### src/verilog/aeo_defines.svh
/*
  constants for the encode and output port: widths, pipeline depth, timing counts.
  assumes inclusion by bare name from the package and design files.
*/
`ifndef AEO_DEFINES_SVH
`define AEO_DEFINES_SVH

`define AEO_DATA_W        14
`define AEO_PIPE_DEPTH    3
`define AEO_STROBE_DELAY  2
`define AEO_CLK_PERIOD_NS 10
`define AEO_MIN_PHASE_NS  6
`define AEO_MIN_PHASE_CYC ((`AEO_MIN_PHASE_NS + `AEO_CLK_PERIOD_NS - 1) / `AEO_CLK_PERIOD_NS)
`define AEO_MSB_FLIP      14'h2000

`endif

### src/verilog/aeo_pkg.sv
/*
  types for the encode and output port.
  assumes aeo_defines.svh is on the include path.
*/
`include "aeo_defines.svh"

package aeo_pkg;
  typedef logic [`AEO_DATA_W-1:0] aeo_word_t;

  // one conversion result travelling down the pipeline
  typedef struct packed {
    aeo_word_t word;
    logic      ovf;
  } aeo_sample_s;

  typedef enum logic [1:0] {
    AEO_ST_LOW,
    AEO_ST_HIGH
  } aeo_phase_e;
endpackage

### src/verilog/aeo_port.sv
/*
  digital side of a pipelined sampling converter: encode clock sampling,
  output formatting, overflow flag and delayed sample strobe clock.
  assumes i_mclk much faster than the encode clock; the quantizer result
  arrives on i_conv_* in the i_mclk domain.
*/
// Contract
// - output word is offset binary when format select high, two's complement when low.
// - overflow flag is high exactly when the sample is out of range.
// - sample strobe clock is a delayed copy of the encode clock.
// - word and flag change only just after the strobe clock falls.
// - each conversion's sampling period begins on the encode clock falling edge.
`timescale 1ns/100ps
`default_nettype none

`include "aeo_defines.svh"

module aeo_port #(
  parameter int PIPE_DEPTH   = `AEO_PIPE_DEPTH,
  parameter int STROBE_DELAY = `AEO_STROBE_DELAY
) (
  input  wire  logic              i_mclk,
  input  wire  logic              i_reset,
  input  wire  logic              i_encode_clock_in,
  input  wire  logic              i_output_format_select,
  input  wire  aeo_pkg::aeo_word_t i_conv_word,
  input  wire  logic              i_conv_over,
  input  wire  logic              i_conv_under,
  output logic                    o_sample_strobe_clock,
  output aeo_pkg::aeo_word_t      o_sample_word,
  output logic                    o_range_overflow_flag,
  output logic                    o_phase_short
);
  import aeo_pkg::*;

  // ==========================================================
  // encode clock synchroniser and edge detect
  logic [1:0] enc_sync_reg;
  logic       enc_prev_reg;
  logic       enc_level;
  logic       enc_fall;

  always_ff @(posedge i_mclk) begin
    if (i_reset) begin
      enc_sync_reg <= 2'h0;
    end else begin
      enc_sync_reg <= {enc_sync_reg[0], i_encode_clock_in};
    end
  end

  always_ff @(posedge i_mclk) begin
    if (i_reset) begin
      enc_prev_reg <= 1'b0;
    end else begin
      enc_prev_reg <= enc_sync_reg[1];
    end
  end

  assign enc_level = enc_sync_reg[1];
  assign enc_fall  = enc_prev_reg & ~enc_level;

  // ==========================================================
  // format select synchroniser
  logic [1:0] fmt_sync_reg;
  logic       fmt_offset;

  always_ff @(posedge i_mclk) begin
    if (i_reset) begin
      fmt_sync_reg <= 2'h0;
    end else begin
      fmt_sync_reg <= {fmt_sync_reg[0], i_output_format_select};
    end
  end

  assign fmt_offset = fmt_sync_reg[1];

  // ==========================================================
  // phase width monitor (flags an encode phase lasting PHASE_MIN i_mclk cycles or fewer)
  localparam logic [7:0] PHASE_CNT_MAX = 8'hff;
  localparam logic [7:0] PHASE_MIN     = 8'(`AEO_MIN_PHASE_CYC);

  aeo_phase_e phase_reg;
  aeo_phase_e phase_next;
  logic [7:0] phase_cnt_reg;
  logic [7:0] phase_cnt_next;
  logic       phase_short_next;
  logic       phase_sat;

  assign phase_sat = (phase_cnt_reg == PHASE_CNT_MAX);

  always_comb begin
    phase_next       = phase_reg;
    phase_short_next = o_phase_short;
    if (phase_sat) begin
      phase_cnt_next = phase_cnt_reg;
    end else begin
      phase_cnt_next = phase_cnt_reg + 8'h01;
    end
    case (phase_reg)
      AEO_ST_LOW: begin
        if (enc_level) begin
          phase_next       = AEO_ST_HIGH;
          phase_cnt_next   = 8'h00;
          phase_short_next = (phase_cnt_reg < PHASE_MIN);
        end
      end
      AEO_ST_HIGH: begin
        if (!enc_level) begin
          phase_next       = AEO_ST_LOW;
          phase_cnt_next   = 8'h00;
          phase_short_next = (phase_cnt_reg < PHASE_MIN);
        end
      end
      default: begin
        phase_next     = AEO_ST_LOW;
        phase_cnt_next = 8'h00;
      end
    endcase
  end

  always_ff @(posedge i_mclk) begin
    if (i_reset) begin
      phase_reg     <= AEO_ST_LOW;
      phase_cnt_reg <= 8'h00;
    end else begin
      phase_reg     <= phase_next;
      phase_cnt_reg <= phase_cnt_next;
    end
  end

  always_ff @(posedge i_mclk) begin
    if (i_reset) begin
      o_phase_short <= 1'b0;
    end else begin
      o_phase_short <= phase_short_next;
    end
  end

  // ==========================================================
  // conversion capture on encode falling edge
  aeo_sample_s conv_s;
  aeo_sample_s piped_s;

  always_comb begin
    conv_s.word = i_conv_word;
    conv_s.ovf  = i_conv_over | i_conv_under;
  end

  aeo_pipe #(
    .DEPTH (PIPE_DEPTH)
  ) u_pipe (
    .i_mclk  (i_mclk),
    .i_reset (i_reset),
    .i_adv   (enc_fall),
    .i_din   (conv_s),
    .o_dout  (piped_s)
  );

  // ==========================================================
  // delayed strobe clock
  logic [STROBE_DELAY-1:0] strobe_dly_reg;
  logic                    strobe_prev_reg;
  logic                    strobe_fall;

  always_ff @(posedge i_mclk) begin
    if (i_reset) begin
      strobe_dly_reg <= '0;
    end else begin
      strobe_dly_reg <= {strobe_dly_reg[STROBE_DELAY-2:0], enc_level};
    end
  end

  always_ff @(posedge i_mclk) begin
    if (i_reset) begin
      o_sample_strobe_clock <= 1'b0;
    end else begin
      o_sample_strobe_clock <= strobe_dly_reg[STROBE_DELAY-1];
    end
  end

  always_ff @(posedge i_mclk) begin
    if (i_reset) begin
      strobe_prev_reg <= 1'b0;
    end else begin
      strobe_prev_reg <= o_sample_strobe_clock;
    end
  end

  // strobe pin already low here, so the word moves one cycle after its fall
  assign strobe_fall = strobe_prev_reg & ~o_sample_strobe_clock;

  // ==========================================================
  // output word and flag, updated just after strobe falls
  aeo_word_t word_next;
  logic      flag_next;

  always_comb begin
    word_next = o_sample_word;
    flag_next = o_range_overflow_flag;
    if (strobe_fall) begin
      if (fmt_offset) begin
        word_next = piped_s.word ^ `AEO_MSB_FLIP;
      end else begin
        word_next = piped_s.word;
      end
      flag_next = piped_s.ovf;
    end
  end

  always_ff @(posedge i_mclk) begin
    if (i_reset) begin
      o_sample_word <= '0;
    end else begin
      o_sample_word <= word_next;
    end
  end

  always_ff @(posedge i_mclk) begin
    if (i_reset) begin
      o_range_overflow_flag <= 1'b0;
    end else begin
      o_range_overflow_flag <= flag_next;
    end
  end
endmodule

`default_nettype wire

### src/verilog/aeo_pipe.sv
/*
  pipeline stage chain carrying conversion results.
  assumes a single clock; shift only on the given advance pulse.
*/
`timescale 1ns/100ps
`default_nettype none

module aeo_pipe #(
  parameter int DEPTH = 3
) (
  input  wire  logic                i_mclk,
  input  wire  logic                i_reset,
  input  wire  logic                i_adv,
  input  wire  aeo_pkg::aeo_sample_s i_din,
  output var   aeo_pkg::aeo_sample_s o_dout
);
  import aeo_pkg::*;

  aeo_sample_s stage_reg [DEPTH];

  // ==========================================================
  // shift chain
  always_ff @(posedge i_mclk) begin
    if (i_reset) begin
      for (int k = 0; k < DEPTH; k++) begin
        stage_reg[k] <= '0;
      end
    end else if (i_adv) begin
      stage_reg[0] <= i_din;
      for (int k = 1; k < DEPTH; k++) begin
        stage_reg[k] <= stage_reg[k-1];
      end
    end
  end

  assign o_dout = stage_reg[DEPTH-1];
endmodule

`default_nettype wire

### config.mk
export PLATFORM = sky130hd
export DESIGN_NAME = aeo_port
export DESIGN_NICKNAME = d
export VERILOG_FILES = /design/src/verilog/aeo_pkg.sv /design/src/verilog/aeo_port.sv /design/src/verilog/aeo_pipe.sv
export VERILOG_INCLUDE_DIRS = /design/src /design/src/verilog
export SDC_FILE = /design/constraint.sdc
export NUM_CORES = 1
export LEC_CHECK = 0
export BUFFER_PORTS_ARGS = -buffer_cell sky130_fd_sc_hd__buf_2
export CORE_UTILIZATION = 60
export DETAILED_ROUTE_END_ITERATION = 6
export PLACE_DENSITY = 0.84
export SKIP_LAST_GASP = 1
export SYNTH_ARGS = -nofsm -noshare
export SYNTH_HDL_FRONTEND = slang
export SYNTH_SLANG_ARGS = --single-unit
### constraint.sdc
create_clock -name i_mclk -period 4.5 [get_ports i_mclk]
set_clock_uncertainty 0.15 [all_clocks]
set_input_delay 0.675 -clock i_mclk [delete_from_list [all_inputs] [get_ports i_mclk]]
set_output_delay 0.675 -clock i_mclk [all_outputs]
set_load 0.03 [all_outputs]
[Yosys cells after proc, flatten, opt, wreduce, memory -nomap -nowiden]
Memory sizes are Yosys's and may differ from the RTL's.
Index checks and enable logic that the tools add are counted.
Cells by class
  equality and inequality tests: 4
  $lt $le $gt $ge: 1
  add/sub/neg operators: 1
  bitwise gates (word level): 9
  mux-type cells: 19
  reduce and logical (&&, ||, !) cells: 4
Operator list (number)
  $mux W15: 3
  $mux W8: 3
  $pmux W8 S2: 1
  $mux W14: 1
  $add A8 B1 Y8 const B: 1
  $eq A8 B8 Y1 const B: 1
  $lt A8 B1 Y1 const B: 1
  $mux W1: 7
  $mux W2: 2
  $ne A2 B2 Y1 const B: 2
  $or A1 B1 Y1: 4
  $pmux W2 S2: 1
  $not A1 Y1: 3
  $reduce_and A3 Y1: 1
  $and A1 B1 Y1: 2
  $eq A2 B1 Y1 const B: 1
  $logic_not A2 Y1: 1
  $pmux W1 S2: 1
  $reduce_and A2 Y1: 1
  $reduce_bool A2 Y1: 1
Storage, ports and cells
  memories kept: 1
  flip-flop bits (word level): 35
  memory bits (writable): 45
  input bits: 20
  output and inout bits: 17
  word-level logic and storage cells: 50
Memory list
  u_pipe.stage_reg: words 3, bits a word 15, read ports 3, clocked after Yosys merged registers in 0, write ports 3, line aeo_pipe.sv:19  | aeo_sample_s stage_reg [DEPTH];

[Logic depth before layout (Yosys ltp)]
  depth after elaboration: 6
  gate-level depth with buffers: 5
  mapped depth without buffers: 5

[Cells and area by module]
A second synthesis with hierarchy kept.
Unflattened totals
  cell total of the unflattened synthesis: 256
  area total of the unflattened synthesis: 3240.6 um^2
Modules (own cells, without submodules)
  aeo_pipe: seq. area each 1351.3 um^2, area each 1960.6 um^2, instances 1, cells each 114
  aeo_port: seq. area each 660.6 um^2, area each 1280.0 um^2, instances 1, cells each 142

[Worst setup path before layout]
No wires, ideal clock.
  path type: in2reg
  start point: input port i_reset
  end point: memory u_pipe.stage_reg[0][0] (netlist bit), enable pin
  setup time: 0.401 ns
  cell stages on the path: 3
  buffers on the path: 2
  data required time: 3.949 ns
  data arrival time: 2.052 ns
  slack: 1.897 ns
  cell sequence: clkbuf_8 > clkbuf_1 > a21o_1
RTL lines
  start, declared: line aeo_port.sv:23  | input wire logic i_reset,
  end, declared: line aeo_pipe.sv:19

==> impl_metrics.toml <==
[clock_tree]
htree_levels = 3
insertion_delay_ps = 340
cts_tree = "built"
path_clk_slew_ps = 70
cts_resized = 0
cts_sinks = 78
ctsHoldBuffers = 0
cts_root_buf = "clkbuf_8"
cts_buffers = 9
post_cts_buffers = 0
clk_path_buf_depth = 2

[worst_hold_path]
min_from = "enc_sync_reg[0]"
hold_path.class = "register to register"

[timing]
finalSetupTns_ps = 0
post-route-min-period_ps = 2580
drv_slew = 0
worst_pin_slew_ps = 1250
fin_crit_sh_pct = 57.3
fmax_mhz = 388
setup_viol = 0
slew_headroom_pct = 16.6
finalHoldViolCount = 0
rsz0062_at_grt = "no"

[placed_design]
dpl.hpwl_mm = 2.60
numPortBuffers = 36
gp_congestion = 0.828
post_dp_cell_area_sq_um = 3130

[final_layout]
largest_reg_flops = 45
final_area_sq_um = 3340
nets = 296
fin_util_pct = 70.8
syn_to_final_growth_pct = 13.3
diodes = 0
drive_gt1_share_pct = 20.1

[yosys]
synth-edff-count = 45
netlist_instances = 243
synth_area_sq_um = 2950
syn_nets = 265
synthTopCellsByArea = "edfxtp_1, dfxtp_1, and3_1"
ys_seq_elements = 78
synthDominantCellAreaShare_pct = 45.8
synthFlopType = "edfxtp_1"
synth_top_cell_by_area = "edfxtp_1"
avgSynthCellArea_sq_um = 12.1
ys_async_sr_fraction_pct = 0
yosys-top-cells-count = "and3_1, edfxtp_1, dfxtp_1"
synth.distinct_cells = 34
ys_seq_area_share_pct = 68.2
yosys_warnings = 0

[worst_setup_path]
reg2reg_from = "enc_sync_reg[1]"
cp-startpoint = "enc_sync_reg[1]"
critical-path-slowest-cell = "inv_1"
cpPeakStageDelay_ps = 720
critPathMaxFanout = 48
worstSetupEndpointType = "register"
worst-endpoint-required_ps = 4360
crit_chain = "inv_1 -> a21o_1 -> buf_4"
cp-start-kind = "register"
arrival_ps = 2440
crit_type = "register to register"

[die]
start_util_pct = 62.5
coreArea_sq_um = 4720
fp-row-count = 25
die_h_um = 72.1
design.die.area_sq_um = 5200
die_w_um = 72.1
ios = 37

[detailed_routing]
via_count = 1814
drt_wl_total_mm = 4.24
drt_first_pass_iters = 4
via_per_inst = 5.24
drc_errors = 0
drtIter0Drc = 96
ant_nets = 0
routedWlPerCell_um = 12.3

[power_and_ir_drop]
peakVddDrop_mv = 0.218
finalPower_mw = 1.36
p_leak_nw = 1.42
power.density_nw_per_um2 = 408

[grt]
grt-ovfl-total = 0
grt.total_usage_pct = 18.2
antenna_found_initial = 0
first_global_vias = 1617
grt_pass1_wl_mm = 7.09
grt_start_max_net_pins = 49

[run_status]
status = "complete, no violations"

[run]
maxCapViolations = 0
-- through the flow --
step                hold WS [ps]  worst slack, ps  instances
global placement             278             2000        330
finish                       292             1920        346
global route                 313             1740        346
detailed placement           279             1910        330
floorplan                    264             1900        243
CTS                          297             1900        346
-- layout make-up --
type                       count  area, sq um
clock buffer                  11          151
clock inverter                 5         56.3
fill                         326         1380
inverter                       4         15.0
multi-input combinational    144          836
sequential                    78         2010
tap                           67         83.8
timing repair buffer          37          188
-- cell usage in the layout, fill, tap and decap left out, drive strengths merged --
master	Yosys	final
inv	4	5
ha	2	2
o21a	1	1
nor4b	3	3
dfxtp	33	33
clkinvlp	0	1
nand3	3	3
and2	1	1
o21ai	1	1
o21bai	1	1
xnor2	2	2
buf	4	37
or3b	1	1
clkinv	0	2
a31oi	2	2
nor3	7	7
mux2i	1	1
nand3b	2	2
nand4	2	2
a21oi	19	19
clkbuf	13	11
bufinv	0	1
edfxtp	45	45
and4	1	1
nor3b	1	1
a21o	1	1
and3	45	45
nor2	4	4
nand2	31	31
a211oi	3	3
nand2b	2	2
nor2b	8	8
-- critical path, delay by kind of cell, from the launching register on --
family / cells / cell delay, ps
DFF: 1 / 330
buffers and inverters: 2 / 1170
AOI/OAI and AO/OA: 1 / 580
-- per-layer routing --
layer	wire [um]	GRT usage, %	up-vias
met1	2040	23.3	807
met3	197	4.86	12
met2	1890	27.6	63
met5	0	0	-
li1	-	-	932
met4	120	11.8	0
-- where the power goes --
part           total (mW)  leakage [nW]  internal (mW)  switching, mW
clock network       0.533         0.106          0.286          0.246
logic              0.0469         0.582         0.0172         0.0297
registers           0.785         0.737          0.776        0.00869
-- cell families (layout without fill, tap and decap cells) --
kind of cell               after synthesis  after routing  share of synthesized area (%)
AOI/OAI and AO/OA                       28             28                           5.51
muxes                                    1              1                          0.339
adders and majority gates                2              2                          0.848
and+or+nand+nor                        111            111                           20.7
buffers and inverters                   21             57                           3.56
DFF                                     78             78                           68.2
xor gates and xnor gates                 2              2                          0.848
-- worst paths after layout --
| path | to | slack [ps] | cells past startpoint |
|---|---|---|---|
| worst max-delay path | u_pipe.stage_reg[0][14] | 1920 | 3 |
| worst min-delay path | enc_sync_reg[1] | 290 | 1 |
| worst max register to register | u_pipe.stage_reg[0][14] | 1920 | 3 |
| worst min register to register | enc_sync_reg[1] | 290 | 1 |
(Power assumes the default switching activity.)
